File: src/verilog/adcr_pkg.sv
// Constants and types of the converter configuration register bank.
// Assumes one clock domain and a decoded register write/read port.
package adcr_pkg;

    // ----------------------------------------
    // Sizes
    // ----------------------------------------
    localparam int ADDR_W = 9;
    localparam int DATA_W = 8;
    localparam int NUM_DATA_CH = 8;
    localparam int SAMPLE_W = 14;

    // ----------------------------------------
    // Register offsets
    // ----------------------------------------
    localparam logic [8:0] CHANNEL_SELECT_LOW = 9'h004;
    localparam logic [8:0] CHANNEL_SELECT_HIGH = 9'h005;
    localparam logic [8:0] POWER_MODE_CONTROL = 9'h008;
    localparam logic [8:0] ENHANCEMENT_CONTROL = 9'h00c;
    localparam logic [8:0] OUTPUT_MODE_CONTROL = 9'h014;
    localparam logic [8:0] OUTPUT_ADJUST_CONTROL = 9'h015;
    localparam logic [8:0] CLOCK_PHASE_CONTROL = 9'h016;
    localparam logic [8:0] UPDATE_STROBE = 9'h0ff;
    localparam logic [8:0] RATE_OVERRIDE = 9'h100;

    // ----------------------------------------
    // Writable bit masks
    // ----------------------------------------
    localparam logic [7:0] SEL_LOW_MASK = 8'h0f;
    localparam logic [7:0] SEL_HIGH_MASK = 8'h3f;
    localparam logic [7:0] POWER_MASK = 8'h23;
    localparam logic [7:0] ENH_MASK = 8'h04;
    localparam logic [7:0] OUT_MODE_MASK = 8'h45;
    localparam logic [7:0] OUT_ADJ_MASK = 8'h31;
    localparam logic [7:0] PHASE_MASK = 8'h7f;
    localparam logic [7:0] OVERRIDE_MASK = 8'h77;

    // ----------------------------------------
    // Field positions
    // ----------------------------------------
    localparam int SEL_FRAME_BIT = 4;
    localparam int SEL_BITCLK_BIT = 5;
    localparam int PIN_STANDBY_BIT = 5;
    localparam int CHOP_BIT = 2;
    localparam int REDUCED_SWING_BIT = 6;
    localparam int INVERT_BIT = 2;
    localparam int TWOS_COMP_BIT = 0;
    localparam int TERM_LSB = 4;
    localparam int DRIVE2X_BIT = 0;
    localparam int IN_PHASE_LSB = 4;
    localparam int TRANSFER_BIT = 0;

    // ----------------------------------------
    // Reset values
    // ----------------------------------------
    localparam logic [7:0] SEL_LOW_RESET = 8'h0f;
    localparam logic [7:0] SEL_HIGH_RESET = 8'h3f;
    localparam logic [7:0] POWER_RESET = 8'h00;
    localparam logic [7:0] ENH_RESET = 8'h00;
    localparam logic [7:0] OUT_MODE_RESET = 8'h01;
    localparam logic [7:0] OUT_ADJ_RESET = 8'h00;
    localparam logic [7:0] PHASE_RESET = 8'h03;
    localparam logic [7:0] OVERRIDE_RESET = 8'h00;

    localparam logic [9:0] DEG_PER_STEP = 10'h03c;

    // ----------------------------------------
    // Types
    // ----------------------------------------
    typedef enum logic [1:0] {
        ADCR_PM_NORMAL = 2'b00,
        ADCR_PM_POWER_DOWN = 2'b01,
        ADCR_PM_STANDBY = 2'b10,
        ADCR_PM_DIGITAL_RESET = 2'b11
    } adcr_pmode_t;

    typedef struct packed {
        logic wr;
        logic rd;
        logic [8:0] addr;
        logic [7:0] data;
    } adcr_req_t;

    typedef struct packed {
        logic clockEnable;
        logic datapathReset;
        logic outputEnable;
    } adcr_power_t;

    typedef struct packed {
        logic invert;
        logic twosComp;
        logic [1:0] term;
        logic drive2x;
    } adcr_chan_t;

    typedef struct packed {
        logic [1:0] term;
        logic drive2x;
    } adcr_clkch_t;

endpackage

File: src/verilog/adcr_phase_delay.sv
// Sampling strobe generator for the divided input clock.
// Assumes divider ratio and enable come from logic on the same clock.
module adcr_phase_delay (
    // Clock and reset
    input wire logic clk,
    input wire logic rst,
    // Divider setting
    input wire logic divActive,
    input wire logic [2:0] divRatio,
    input wire logic [2:0] phase,
    // Strobe
    output logic sampleStrobe
);
    import adcr_pkg::*;

    logic [2:0] cycleCount;
    logic [2:0] phaseUsed;

    // Illegal phase above ratio is clamped so a strobe still appears
    assign phaseUsed = (phase > divRatio) ? divRatio : phase;

    always_ff @(posedge clk) begin
        if (rst || !divActive || cycleCount >= divRatio) begin
            cycleCount <= 3'h0;
        end else begin
            cycleCount <= cycleCount + 3'h1;
        end
    end

    // Undivided clock samples every cycle, phase ignored
    always_ff @(posedge clk) begin
        if (rst) begin
            sampleStrobe <= 1'b0;
        end else if (!divActive) begin
            sampleStrobe <= 1'b1;
        end else begin
            sampleStrobe <= (cycleCount == phaseUsed);
        end
    end

endmodule

File: src/verilog/adcr_config_regs.sv
// Configuration register bank of an eight channel converter.
// Assumes a decoded register port on clk and an asynchronous
// power-down pin; rst is the power-on reset only.
module adcr_config_regs (
    // Clock and power-on reset
    input wire logic clk,
    input wire logic rst,
    // Register port
    input wire adcr_pkg::adcr_req_t regReq,
    output logic [7:0] regRdData,
    output logic regRdValid,
    // Pins and divider state
    input wire logic power_down_pin,
    input wire logic clkDivActive,
    input wire logic [2:0] clkDivRatio,
    // Sample path
    input wire logic [adcr_pkg::NUM_DATA_CH*adcr_pkg::SAMPLE_W-1:0] sampleIn,
    output logic [adcr_pkg::NUM_DATA_CH*adcr_pkg::SAMPLE_W-1:0] sampleOut,
    output logic sampleStrobe,
    // Power and global controls
    output adcr_pkg::adcr_power_t powerCtl,
    output logic chopEnable,
    output logic reducedSwing,
    // Per channel controls
    output adcr_pkg::adcr_chan_t [adcr_pkg::NUM_DATA_CH-1:0] dataChanCfg,
    output adcr_pkg::adcr_clkch_t frameClockCfg,
    output adcr_pkg::adcr_clkch_t bitClockCfg,
    // Bit clock phase
    output logic [3:0] bitClockPhase,
    output logic [9:0] bitClockPhaseDeg,
    // Applied override
    output logic [7:0] rateOverride
);
    import adcr_pkg::*;

    // ----------------------------------------
    // Storage
    // ----------------------------------------
    logic [7:0] selLow;
    logic [7:0] selHigh;
    logic [7:0] powerReg;
    logic [7:0] enhReg;
    logic [7:0] phaseReg;
    logic [7:0] overrideStage;
    logic [7:0] outMode [NUM_DATA_CH];
    logic [7:0] outAdj [NUM_DATA_CH];
    logic [7:0] frameAdj;
    logic [7:0] bitClkAdj;
    logic pinMeta;
    logic pinSync;
    logic [NUM_DATA_CH-1:0] dataSel;
    logic wrHit;
    adcr_pmode_t effMode;
    adcr_pmode_t next_mode;
    logic [7:0] next_rd;
    logic localStrobe;

    function automatic logic [7:0] masked(input logic [7:0] v,
                                          input logic [7:0] m);
        masked = v & m;
    endfunction

    function automatic logic [9:0] phase_degrees(input logic [3:0] c);
        phase_degrees = 10'({6'h00, c} * DEG_PER_STEP);
    endfunction

    // ----------------------------------------
    // Channel selection
    // ----------------------------------------
    assign dataSel = {selHigh[3:0], selLow[3:0]};
    assign wrHit = regReq.wr;

    // ----------------------------------------
    // Global registers, effective on write except the override, which is only staged here
    // ----------------------------------------
    // Only the power-on reset clears these; no power mode touches them
    always_ff @(posedge clk) begin
        if (rst) begin
            selLow <= SEL_LOW_RESET;
            selHigh <= SEL_HIGH_RESET;
            powerReg <= POWER_RESET;
            enhReg <= ENH_RESET;
            phaseReg <= PHASE_RESET;
            overrideStage <= OVERRIDE_RESET;
        end else if (wrHit) begin
            unique case (regReq.addr)
                CHANNEL_SELECT_LOW:
                    selLow <= masked(regReq.data, SEL_LOW_MASK);
                CHANNEL_SELECT_HIGH:
                    selHigh <= masked(regReq.data, SEL_HIGH_MASK);
                POWER_MODE_CONTROL:
                    powerReg <= masked(regReq.data, POWER_MASK);
                ENHANCEMENT_CONTROL:
                    enhReg <= masked(regReq.data, ENH_MASK);
                CLOCK_PHASE_CONTROL:
                    phaseReg <= masked(regReq.data, PHASE_MASK);
                RATE_OVERRIDE:
                    overrideStage <= masked(regReq.data, OVERRIDE_MASK);
                default: begin
                end
            endcase
        end
    end

    // ----------------------------------------
    // Override transfer
    // ----------------------------------------
    // Staged value only goes live on the transfer bit
    always_ff @(posedge clk) begin
        if (rst) begin
            rateOverride <= OVERRIDE_RESET;
        end else if (wrHit && regReq.addr == UPDATE_STROBE
                     && regReq.data[TRANSFER_BIT]) begin
            rateOverride <= overrideStage;
        end
    end

    // ----------------------------------------
    // Per channel registers
    // ----------------------------------------
    always_ff @(posedge clk) begin
        if (rst) begin
            for (int i = 0; i < NUM_DATA_CH; i++) begin
                outMode[i] <= OUT_MODE_RESET;
                outAdj[i] <= OUT_ADJ_RESET;
            end
        end else if (wrHit) begin
            for (int i = 0; i < NUM_DATA_CH; i++) begin
                if (dataSel[i] && regReq.addr == OUTPUT_MODE_CONTROL) begin
                    outMode[i] <= masked(regReq.data, OUT_MODE_MASK);
                end
                if (dataSel[i] && regReq.addr == OUTPUT_ADJUST_CONTROL) begin
                    outAdj[i] <= masked(regReq.data, OUT_ADJ_MASK);
                end
            end
        end
    end

    // Clock channels only take the output adjust register
    always_ff @(posedge clk) begin
        if (rst) begin
            frameAdj <= OUT_ADJ_RESET;
            bitClkAdj <= OUT_ADJ_RESET;
        end else if (wrHit && regReq.addr == OUTPUT_ADJUST_CONTROL) begin
            if (selHigh[SEL_FRAME_BIT]) begin
                frameAdj <= masked(regReq.data, OUT_ADJ_MASK);
            end
            if (selHigh[SEL_BITCLK_BIT]) begin
                bitClkAdj <= masked(regReq.data, OUT_ADJ_MASK);
            end
        end
    end

    // ----------------------------------------
    // Read back
    // ----------------------------------------
    // Local registers read from the lowest selected channel
    always_comb begin
        next_rd = 8'h00;
        unique case (regReq.addr)
            CHANNEL_SELECT_LOW: next_rd = selLow;
            CHANNEL_SELECT_HIGH: next_rd = selHigh;
            POWER_MODE_CONTROL: next_rd = powerReg;
            ENHANCEMENT_CONTROL: next_rd = enhReg;
            CLOCK_PHASE_CONTROL: next_rd = phaseReg;
            RATE_OVERRIDE: next_rd = overrideStage;
            OUTPUT_MODE_CONTROL: begin
                for (int i = NUM_DATA_CH - 1; i >= 0; i--) begin
                    if (dataSel[i]) begin
                        next_rd = outMode[i];
                    end
                end
            end
            OUTPUT_ADJUST_CONTROL: begin
                if (selHigh[SEL_BITCLK_BIT]) begin
                    next_rd = bitClkAdj;
                end
                if (selHigh[SEL_FRAME_BIT]) begin
                    next_rd = frameAdj;
                end
                for (int i = NUM_DATA_CH - 1; i >= 0; i--) begin
                    if (dataSel[i]) begin
                        next_rd = outAdj[i];
                    end
                end
            end
            // Transfer bit self clears and unmapped reads give zero
            default: next_rd = 8'h00;
        endcase
    end

    always_ff @(posedge clk) begin
        if (rst) begin
            regRdData <= 8'h00;
            regRdValid <= 1'b0;
        end else begin
            regRdData <= regReq.rd ? next_rd : 8'h00;
            regRdValid <= regReq.rd;
        end
    end

    // ----------------------------------------
    // Power modes
    // ----------------------------------------
    // Pin is asynchronous to clk
    always_ff @(posedge clk) begin
        if (rst) begin
            pinMeta <= 1'b0;
            pinSync <= 1'b0;
        end else begin
            pinMeta <= power_down_pin;
            pinSync <= pinMeta;
        end
    end

    // Internal field overrides the pin unless it is normal
    always_comb begin
        next_mode = adcr_pmode_t'(powerReg[1:0]);
        if (next_mode == ADCR_PM_NORMAL && pinSync) begin
            next_mode = powerReg[PIN_STANDBY_BIT] ? ADCR_PM_STANDBY
                                                  : ADCR_PM_POWER_DOWN;
        end
    end

    always_ff @(posedge clk) begin
        if (rst) begin
            effMode <= ADCR_PM_NORMAL;
        end else begin
            effMode <= next_mode;
        end
    end

    // Clock stays on in digital reset so the reset can propagate
    always_ff @(posedge clk) begin
        if (rst) begin
            powerCtl <= '{clockEnable: 1'b1, datapathReset: 1'b0,
                          outputEnable: 1'b1};
        end else begin
            unique case (effMode)
                ADCR_PM_NORMAL:
                    powerCtl <= '{1'b1, 1'b0, 1'b1};
                ADCR_PM_POWER_DOWN:
                    powerCtl <= '{1'b0, 1'b1, 1'b0};
                ADCR_PM_STANDBY:
                    powerCtl <= '{1'b0, 1'b0, 1'b0};
                ADCR_PM_DIGITAL_RESET:
                    powerCtl <= '{1'b1, 1'b1, 1'b0};
            endcase
        end
    end

    // ----------------------------------------
    // Global and per channel control outputs
    // ----------------------------------------
    always_ff @(posedge clk) begin
        if (rst) begin
            chopEnable <= 1'b0;
            reducedSwing <= 1'b0;
            bitClockPhase <= PHASE_RESET[3:0];
            bitClockPhaseDeg <= phase_degrees(PHASE_RESET[3:0]);
        end else begin
            chopEnable <= enhReg[CHOP_BIT];
            reducedSwing <= outMode[0][REDUCED_SWING_BIT];
            bitClockPhase <= phaseReg[3:0];
            bitClockPhaseDeg <= phase_degrees(phaseReg[3:0]);
        end
    end

    // Double drive only counts on the clock channels with no termination selected; data channels never drive double
    always_ff @(posedge clk) begin
        if (rst) begin
            dataChanCfg <= '0;
            frameClockCfg <= '0;
            bitClockCfg <= '0;
        end else begin
            for (int i = 0; i < NUM_DATA_CH; i++) begin
                dataChanCfg[i] <= '{
                    invert: outMode[i][INVERT_BIT],
                    twosComp: outMode[i][TWOS_COMP_BIT],
                    term: outAdj[i][TERM_LSB+:2],
                    drive2x: 1'b0};
            end
            frameClockCfg <= '{frameAdj[TERM_LSB+:2],
                               frameAdj[DRIVE2X_BIT]
                               && frameAdj[TERM_LSB+:2] == 2'b00};
            bitClockCfg <= '{bitClkAdj[TERM_LSB+:2],
                             bitClkAdj[DRIVE2X_BIT]
                             && bitClkAdj[TERM_LSB+:2] == 2'b00};
        end
    end

    // ----------------------------------------
    // Sampling phase and output stream
    // ----------------------------------------
    adcr_phase_delay i_adcr_phase_delay (
        .clk(clk),
        .rst(rst),
        .divActive(clkDivActive),
        .divRatio(clkDivRatio),
        .phase(phaseReg[IN_PHASE_LSB+:3]),
        .sampleStrobe(localStrobe)
    );

    // Offset binary is twos complement with the sign bit flipped
    always_ff @(posedge clk) begin
        if (rst || powerCtl.datapathReset) begin
            sampleOut <= '0;
            sampleStrobe <= 1'b0;
        end else if (powerCtl.clockEnable) begin
            sampleStrobe <= localStrobe && powerCtl.outputEnable;
            for (int i = 0; i < NUM_DATA_CH; i++) begin
                if (!powerCtl.outputEnable) begin
                    sampleOut[i*SAMPLE_W+:SAMPLE_W] <= '0;
                end else if (localStrobe) begin
                    sampleOut[i*SAMPLE_W+:SAMPLE_W] <=
                        (sampleIn[i*SAMPLE_W+:SAMPLE_W]
                         ^ {!dataChanCfg[i].twosComp,
                            {(SAMPLE_W-1){1'b0}}})
                        ^ {SAMPLE_W{dataChanCfg[i].invert}};
                end
            end
        end else begin
            sampleStrobe <= 1'b0;
        end
    end

endmodule

File: config.mk
export PLATFORM = sky130hd
export DESIGN_NAME = adcr_config_regs
export DESIGN_NICKNAME = d
export VERILOG_FILES = /design/src/verilog/adcr_pkg.sv /design/src/verilog/adcr_phase_delay.sv /design/src/verilog/adcr_config_regs.sv
export SDC_FILE = /design/constraint.sdc
export NUM_CORES = 1
export LEC_CHECK = 0
export ABC_CLOCK_PERIOD_IN_PS = 4200
export BUFFER_PORTS_ARGS = -buffer_cell sky130_fd_sc_hd__buf_2
export CAP_MARGIN = 25
export CORE_MARGIN = 2
export CORE_UTILIZATION = 35
export CTS_CLUSTER_DIAMETER = 150
export DETAILED_ROUTE_END_ITERATION = 16
export MAX_ROUTING_LAYER = met4
export PLACE_DENSITY = 0.63
export SLEW_MARGIN = 25
export SYNTH_ARGS = -nofsm -noshare
export SYNTH_HDL_FRONTEND = slang
export SYNTH_HIERARCHICAL = 1
export SYNTH_SLANG_ARGS = --single-unit
File: constraint.sdc
create_clock -name clk -period 4.2 [get_ports clk]
set_input_delay 1.05 -clock clk [delete_from_list [all_inputs] [get_ports clk]]
set_output_delay 1.05 -clock clk [all_outputs]
set_load 0.005 [all_outputs]
# [Word-level counts from Yosys, hierarchy flattened]
# Memory sizes are Yosys's and may differ from the RTL's.
# Cells that the tools add are included.
[word_totals] regBits=234 ramBits=48 input_bits=138 output_inout_bits=195 elab_cells=288 memories=2
[op_classes] addsub=1 multipliers=1 n_lt_le_gt_ge=2 eq_ne=14 muxes=122 n_bitwise=34 reduce_logical=50
[mem_list] memory="outAdj" depth=8 width=3 rd=8 rd_ports_with_merged_regs=0 write_ports=8 line_no="adcr_config_regs.sv:46" source="logic [7:0] outAdj [NUM_DATA_CH];"
[mem_list] memory="outMode" depth=8 width=3 rd=8 rd_ports_with_merged_regs=0 write_ports=8 line_no="adcr_config_regs.sv:45" source="logic [7:0] outMode [NUM_DATA_CH];"
[op_table] operator="$mux W14" n=16
[op_table] operator="$xor A14 B14 Y14" n=16
[op_table] operator="$mux W8" n=17
[op_table] operator="$mux W1" n=67
[op_table] operator="$pmux W8 S8" n=1
[op_table] operator="$mux W3" n=17
[op_table] operator="$eq A9 B5 Y1 const B" n=3
[op_table] operator="$logic_and A1 B1 Y1" n=23
[op_table] operator="$eq A9 B3 Y1 const B" n=2
[op_table] operator="$eq A9 B4 Y1 const B" n=2
[op_table] operator="$reduce_and A2 Y1" n=9
[op_table] operator="$or A1 B1 Y1" n=16
[op_table] operator="$pmux W3 S4" n=1
[op_table] operator="$eq A9 B8 Y1 const B" n=1
[op_table] operator="$eq A9 B9 Y1 const B" n=1
[op_table] operator="$logic_not A1 Y1" n=9
[op_table] operator="$logic_not A2 Y1" n=4
[op_table] operator="$mul A4 B4 Y8 const B" n=1
[op_table] operator="$mux W6" n=1
[op_table] operator="$eq A2 B2 Y1 const B" n=2
[op_table] operator="$mux W2" n=2
[op_table] operator="$reduce_or A2 Y1" n=2
[op_table] operator="$add A3 B1 Y3 const B" n=1
[op_table] operator="$eq A3 B3 Y1" n=1
[op_table] operator="other kinds (6)" n=9

# [Logic depth before layout (Yosys ltp)]
# Gate-level depths: netlist (run 1).
[depth] ltp_word=11 ltp_mapped=10 depth_no_buf=10

# [Hierarchy]
# The synthesis (run 1) kept the hierarchy.
[modules_own_cells] module="adcr_config_regs" instances=1 cells_per_inst=1048 area_per_inst_um2=11119.4 seq_area_each_um2=5805.6
[modules_own_cells] module="adcr_phase_delay" instances=1 cells_per_inst=45 area_per_inst_um2=366.6 seq_area_each_um2=80.1

# [Least setup slack after synthesis (run 1)]
# No wires, ideal clock.
[synth_timing] path_kind="input port to flip-flop" start="input regReq[13] (netlist bit)" end="register selLow[1]" setup_time_ns=0.130 arrival_time_ns=2.519 required_time_ns=4.070 setup_slack_ns=1.551 cell_stages=6 n_path_buf=1 cell_sequence="or3_1 buf_6 or4_4 nor3_4 mux2i_1 nand2_1"
[synth_via] elab_chain_cells=2
[synth_lines] element="start, declared" line_no="adcr_config_regs.sv:9" source="input wire adcr_pkg::adcr_req_t regReq,"
[synth_lines] element="$eq A9 B3 Y1" line_no="adcr_config_regs.sv:86" source="unique case (regReq.addr)"
[synth_lines] element="$reduce_and A2 Y1 (no line)"
[synth_lines] element="end signal, assigned" line_no="adcr_config_regs.sv:88" source="selLow <= masked(regReq.data, SEL_LOW_MASK);"
[synth_lines] element="end, declared" line_no="adcr_config_regs.sv:39" source="logic [7:0] selLow;"
# Every way passes these cells.
# A chain may end at the register's enable or synchronous reset.

# [Worst setup path after layout (run 1)]
[layout_timing] start="register phaseReg[2]" end="register bitClockPhaseDeg[9]"
[layout_via] elab_chain_cells=1
[layout_lines] element="start, declared" line_no="adcr_config_regs.sv:43" source="logic [7:0] phaseReg;"
[layout_lines] element="start signal, assigned" line_no="adcr_config_regs.sv:96" source="phaseReg <= masked(regReq.data, PHASE_MASK);"
[layout_lines] element="$mul A4 B4 Y8" line_no="adcr_config_regs.sv:64" source="phase_degrees = 10'({6'h00, c} * DEG_PER_STEP);"
[layout_lines] element="end signal, assigned" line_no="adcr_config_regs.sv:260" source="bitClockPhaseDeg <= phase_degrees(PHASE_RESET[3:0]);"
[layout_lines] element="end signal, assigned" line_no="adcr_config_regs.sv:265" source="bitClockPhaseDeg <= phase_degrees(phaseReg[3:0]);"
[layout_lines] element="end, declared" line_no="adcr_config_regs.sv:30" source="output logic [9:0] bitClockPhaseDeg,"
# Every way passes these cells.

==> results.txt, run 1 <==
For the setup fix buffers added after clock tree synthesis, the log shows 0. Core box area: 0.0325 mm2. Between clock sinks in the finished design, the worst skew comes to 0.0154 ns. The setup slack at placement is 1.03 ns.

The worst-margin pin slew came out at 0.942 ns. At the worst endpoint, the required time is 4.62 ns. Summed over all nets, wire length on met2 after detailed routing comes to 14800 um. Excluding fillers, the count of instances in the completed layout stands at 1828. In this run, the number of DRC markers left after iteration 0 of detailed routing was 497. For this run, the detailed router's first-pass iteration total came to 4.

Summed over all nets, wire length on met3 after detailed routing comes to 2100 um. The number of buffers and inverters on the critical path is 2, and the number of placement rows is 66. The top cell types in the final layout, fill and taps aside, are 317 x buf_2, 222 x dfxtp_1, 114 x xor2_1.

Headroom to the max-slew limit came out at 37.1%. Entering global routing, the biggest net connects 114 pins. The static leakage power was 0.00682 uW. Global routing consumed, over all layers together, 17.5% of the routing resources.

The tools report the kind of end point of the critical path as a flip-flop. The critical-path cell with the highest stage delay was fa_1. For this block, wires on met1 add up to 13100 um.

The run finished with clean final reports. Setup slack on the critical path of the routed design comes to 1.31 ns. The clock root buffer is clkbuf_16.

The tools report the H-tree depth reported by CTS as 1. The power per cell area was 425 mW/mm2; the number of top-level pins was 333. For this run, the leading register cell type out of synthesis is dfxtp_1. Clock-pin slew was measured on the worst setup and hold paths at 0.06 ns.

The cell area that synthesis handed to floorplanning was 0.0115 mm2. The first-pass GRT wire length was 46400 um; the biggest cell delay along the critical path was 0.57 ns. Setup repair after global routing left no endpoint under its margin. The die covers 0.0343 mm2. The logs give 0 for the number of buffers inserted by hold repair at cts and 0 for the number of gates resized after CTS.

Max-cap violations in this run came to 0. The run gives 0 as the number of hold-slack violations in the final timing report. The maximum count of clock buffers along a single path came out at 3. The logs give 6 for the number of warnings reported in the yosys synthesis log and 1529 for the number of nets in the final layout. Number of port buffers: 318. TritonCTS built the clock tree. The routability-driven placement congestion ratio is 0.832, and the number of antenna violations at the first check in global routing is 1. For this run, design rule violations remaining after detail routing come to 0. The number of distinct library cells after synthesis came out at 69.

The final routed wirelength across all metal layers was 30800 um. In the final routed layout, each cell accounts on average for 16.9 um. Type of the worst setup path: flip-flop to flip-flop. The worst endpoint data arrival time came out at 3.31 ns. For the final routed database, the setup TNS stands at 0 ns.

Static timing analysis puts the maximum clock frequency at 346 MHz. The maximum ir drop on the vdd rail was 0.270 mV; the starting density of the core was 35.4%. The worst path in the final design needs a cycle of 2.89 ns, including I/O delays and setup.

At the end of the flow the core is filled with cells to 44.2%. Along the worst path, the maximum fanout reaches 8. Setup violations remaining at the end of the flow were counted as 0. The number of filler instances in the final layout was 3149; the mean post-synth cell area was 10.5 um2.

After detailed routing, no signal wire sits above met4. In this run, synthesis inferred 48 flip-flops with an integrated enable. In the synthesized netlist the async set-or-reset flop fraction comes to 0%. The die is 185 um wide. The routed layout has 8900 vias. In the final layout, the share of cells above drive strength 1 is 28.4%. The critical path goes through fa_1 -> inv_1 -> fa_1 -> inv_1 -> ha_1 -> a21o_1 -> a21oi_1 -> o21bai_1 -> o311ai_0. The number of placed instances, taps included, is 1776. The HPWL after detailed placement is 21900 um. The area growth from synthesis to layout is 25.0%.

The detail-routed via count per cell was 4.87; the gate count after technology mapping was 1093. The clock drives 270 sinks. The post-route clock period utilization is 68.7%, and the number of buffers created by CTS is 29. In this run the vertical extent of the chip is 185 um. On the critical path the largest part of the delay comes from adder cells. Synthesis inferred 270 register bits.

The number of nets with antenna violations after routing came out at 0. The final count of pins violating max slew is 0, and the proportion of synthesized chip area in sequential cells is 51.2%. The run gives 0.54 ns as the worst-skew pair later-pin latency. The via count of the first global-routing pass is 8459.

The min-delay analysis places its worst path in the category flip-flop to flip-flop. The tools report the startpoint kind of the worst setup timing path as a flip-flop. After global routing the overflow that remains totals 0. The leading cell type in the layout, fill and taps excluded was buf_2.
[cells in the mapped netlist (13+ instances only)]
library cell / instances / area share [%]
and3_1: 31 / 1.7
mux2i_1: 31 / 2.7
edfxtp_1: 48 / 13
xor2_1: 114 / 8.7
dfxtp_1: 222 / 39
nand2_1: 86 / 2.8
nor2_1: 46 / 1.5
ha_1: 21 / 2.3
clkbuf_1: 69 / 2.3
buf_4: 14 / 0.92
inv_1: 35 / 1.1
o21ai_0: 13 / 0.57
a22o_1: 112 / 8.5
nor2b_1: 56 / 3.1
a21oi_1: 25 / 1.1
nand3_1: 13 / 0.57
[worst reg2reg max path: cells and delay by family (launching register included)]
family	cells	cell delay [ns]
buffers and inverters	2	0.12
flip-flops	1	0.43
AO/OA/AOI/OAI	4	0.83
adder cells (fa/ha/maj)	3	1.40
[stage by stage]
| step | total power (uW) | instance area (um2) | hold slack [ns] |
|---|---|---|---|
| 3_3_place_gp | 3520 | 13400 | 0.433 |
| 6_report | 6110 | 14400 | 0.454 |
| 2_1_floorplan | 3240 | 11500 | 0.414 |
| 5_1_grt | 6350 | 14400 | 0.471 |
| 4_1_cts | 6180 | 14300 | 0.456 |
| 3_5_place_dp | 3530 | 13400 | 0.447 |
[path summary, 6_finish.rpt]
kind	to	from	slack [ns]	cells after the start
max	bitClockPhaseDeg[9]$_SDFF_PP0_	phaseReg[2]$_SDFFE_PP0P_	1.31	9
min	i_adcr_phase_delay/cycleCount[0]$_SDFF_PP0_	i_adcr_phase_delay/cycleCount[0]$_SDFF_PP0_	0.45	1
max reg2reg	bitClockPhaseDeg[9]$_SDFF_PP0_	phaseReg[2]$_SDFFE_PP0P_	1.31	9
min reg2reg	i_adcr_phase_delay/cycleCount[0]$_SDFF_PP0_	i_adcr_phase_delay/cycleCount[0]$_SDFF_PP0_	0.45	1
[area by class of cell]
cell class	instances	area [um2]	area share, %
inverters	36	135	0.941
flip-flops and latches	270	5890	41.0
clock buffers	44	882	6.14
well taps	442	553	3.85
diodes	1	2.50	0.0174
multi-input cells	698	5090	35.4
clock inverters	7	115	0.802
repair buffers	330	1700	11.8
[cells by family after synthesis]
family | after synthesis | share of synthesized area [%]
AO/OA/AOI/OAI | 212 | 14.7
XOR/XNOR | 124 | 9.46
adder cells (fa/ha/maj) | 26 | 3.16
buffers and inverters | 137 | 5.07
flip-flops | 270 | 51.2
multiplexers | 31 | 2.70
other | 1 | 0.0326
AND/OR/NAND/NOR | 292 | 13.7
[report_power, final]
group	switching, uW	total (uW)	internal [uW]
registers	78.6	2860	2780
logic	322	604	282
clock network	1020	2640	1620
[flip-flops by register name, summed over array words and instances, names as in the netlist, 6 cells and up]
register          flops
rateOverride          6
regRdData             7
phaseReg              7
outMode              24
sampleOut           112
bitClockPhaseDeg      7
selHigh               6
outAdj               24
overrideStage         6
dataChanCfg          32
[routing by layer]
| layer | track usage [%] | vias to the layer above |
|---|---|---|
| li1 | - | 4333 |
| met1 | 21.4 | 4226 |
| met2 | 29.4 | 289 |
| met3 | 3.52 | 52 |
| met4 | 4.98 | 0 |
| met5 | - | - |
Power figures use the tool's default switching activity.
==> run 2: changes to the inputs <==
Settings changed: ABC_CLOCK_PERIOD_IN_PS 4200 to 2900.
Clock period 4.2 ns to 2.9 ns, I/O delays scaled along.
==> run 2 against run 1 <==
  * Sequential power grew 44%
  * Final area increased by 1.6%
  * Worst setup slack worse by 1.1 ns
  * Largest cell class unchanged
  * Register-to-register slack lost 1.1 ns
  * Sequential share of layout area fell by 0.63 points
  * Critical path type unchanged
  * Critical path depth unchanged
  * Non-clock buffer count rose by 22
  * Hold slack worse by 0.058 ns
  * First-iteration DRC count shrank 0.60%
  * Count of clock-buffer cells in the layout is 3 higher
==> results.txt, run 2 (synthesized netlist as in run 1, its figures left out) <==
The flow ran to the end, and the final reports show no timing, DRC or antenna violations. In this run the worst path has a maximum fanout of 2. In the layout the commonest cells are 317 x buf_2, 222 x dfxtp_1, 114 x xor2_1. The worst max-slew margin expressed relative to the limit is 45.2%, and the max-cap check violation count is 0.

The worst-case hold slack is 0.396 ns, and the worst-margin pin slew is 0.815 ns. The layout cell share with drive strength beyond 1 works out to 29.4%. The biggest cell delay along the critical path is 0.60 ns.

After filler insertion, the fill cell instance count of the layout stands at 3166. The number of buffers and inverters on the critical path is 2. After detailed routing, the average wire length per cell comes to 16.9 um.

Once routing completed, OpenROAD measured the worst setup slack at 0.192 ns. The register with the most flip-flops in the layout has 112 of them. The chip height is 185 um, and the layout overhead on the synthesized area is 26.9%. The analysis attributes to cell leakage a power of 0.00695 uW. The worst-skew pair later-pin latency is 0.55 ns. The signal on the critical path passes through fa_1 -> inv_1 -> fa_1 -> inv_1 -> ha_1 -> a21o_1 -> a21oi_2 -> o21bai_1 -> o311ai_1.

The initial utilization of the core area, before any placement, comes to 35.4%. The critical-path cell with the highest stage delay was fa_1. Static timing analysis puts the maximum clock frequency at 369 MHz.

Input and output buffers added on the ports amount to 318. The tools report the final design area excluding fillers as 0.0146 mm2. The number of cells traversed by the worst hold path came out at 2. The tools report the kind of end point of the critical path as a flip-flop.

Register containing the most flip-flops in the final layout: sampleOut. The core region is 0.0325 mm2. Logic depth of the worst setup path including buffers: 9. The first detailed-routing pass took 5 iterations. Global route total overflow: 0.

After detailed placement, the total cell area comes to 0.0135 mm2. At the worst endpoint, the required time is 3.35 ns. The tools report the pin count of the biggest net entering global routing as 114.

The run gives 0 as the number of buffers inserted by hold repair at cts. The number of hold-slack violations in the final timing report was 0; the detail-routed via count per cell was 4.86. In the routed design, unresolved DRC markers number 0. Subtracting the final worst setup slack from the clock period gives 2.71 ns. Prior to clock tree synthesis, the placed netlist has a worst setup slack of 0.0959 ns. The via count of the first global-routing pass was 8535; the routability-driven placement congestion ratio was 0.820.

The min-delay analysis places its worst path in the category primary input to flip-flop. For this design, the sink count on the clock tree is 270. The worst-case IR drop observed on VDD is 0.438 mV.

The area enclosed by the die boundary is 0.0343 mm2. In the final timing run, aggregate negative setup slack is 0 ns. First-pass GRT wire length: 46900 um. Leaving out fill and tap cells, the most frequent cell in the layout is buf_2.

The number of setup buffers added after CTS is 0. The worst endpoint data arrival time is 3.16 ns, and the number of design-rule violations left by the first detailed-router iteration is 494. The H-tree depth reported by CTS is 1, and the post-route clock period utilization is 93.4%.

Setup repair after global routing left no endpoint under its margin. The logs give 22700 um for the HPWL after detailed placement and 0 for the number of gates resized after CTS. The logs give 0 for the final count of pins violating max slew and 1552 for the number of nets in the final layout. Across the routed clock network, the largest skew measured is 0.00820 ns. The width of the die was 185 um. The maximum count of clock buffers along a single path was 3; the overall routing resource usage was 17.8%. The number of top-level pins is 333, and the cell count of the worst reg-to-reg path is 9.

The tree is rooted in a clkbuf_16. The final layout contains routed wiring with a total length of 31300 um. In the final layout, the registers with the most flip-flops are sampleOut x112, dataChanCfg x32. The power per cell area is 618 mW/mm2. On the critical path the largest part of the delay comes from adder cells. The worst setup path is launched from a flip-flop.

Detailed routing inserted a total of 9019 vias. The number of setup violations in the final report was 0; the clock-pin slew reported for the worst setup and hold paths after clock tree synthesis was 0.06 ns. The tools report the number of nets with antenna violations after routing as 0. The completed layout was analyzed and its total power is 9010 uW. The setup path with the least slack is of type flip-flop to flip-flop. For the number of buffers created by CTS, the log shows 30. After floorplanning, the core was divided into 66 placement rows. The run gives 1 as the number of antenna violations at the first check in global routing. TritonCTS built the clock tree.
## run 2: stage by stage
step / cells / utilization, %
6_report: 1854 / 44.9
5_1_grt: 1854 / 44.9
4_1_cts: 1853 / 44.9
3_5_place_dp: 1798 / 41.7
3_3_place_gp: 1798 / 41.7
2_1_floorplan: 1105 / -
## run 2: report_power, final
group          internal [uW]  total [uW]  switching [uW]
sequential              4030        4130             102
clock                   2460        3970            1500
combinational            424         908             484
## run 2: worst paths after layout
check | start | endpoint | slack, ns
worst max-delay path | phaseReg[0]$_SDFFE_PP1P_ | bitClockPhaseDeg[9]$_SDFF_PP0_ | 0.19
worst min-delay path | power_down_pin | pinMeta$_SDFF_PP0_ | 0.40
worst max register to register | phaseReg[0]$_SDFFE_PP1P_ | bitClockPhaseDeg[9]$_SDFF_PP0_ | 0.19
worst min register to register | i_adcr_phase_delay/cycleCount[0]$_SDFF_PP0_ | i_adcr_phase_delay/cycleCount[0]$_SDFF_PP0_ | 0.45
## run 2: final cells by class
type	count	area, um2	share of cell area, %
Timing Repair Buffer	352	1870	12.9
Antenna cell	1	2.50	0.0172
Clock buffer	47	896	6.14
Sequential cell	270	5890	40.4
Multi-Input combinational cell	698	5090	34.9
Inverter	36	135	0.927
Clock inverter	8	144	0.987
Tap cell	442	553	3.79
## run 2: routing by layer
metal	GRT usage (%)	share of wire [%]
met3	3.40	7.3
met1	22.1	43
met4	4.25	1.8
met2	30.1	48
met5	-	0
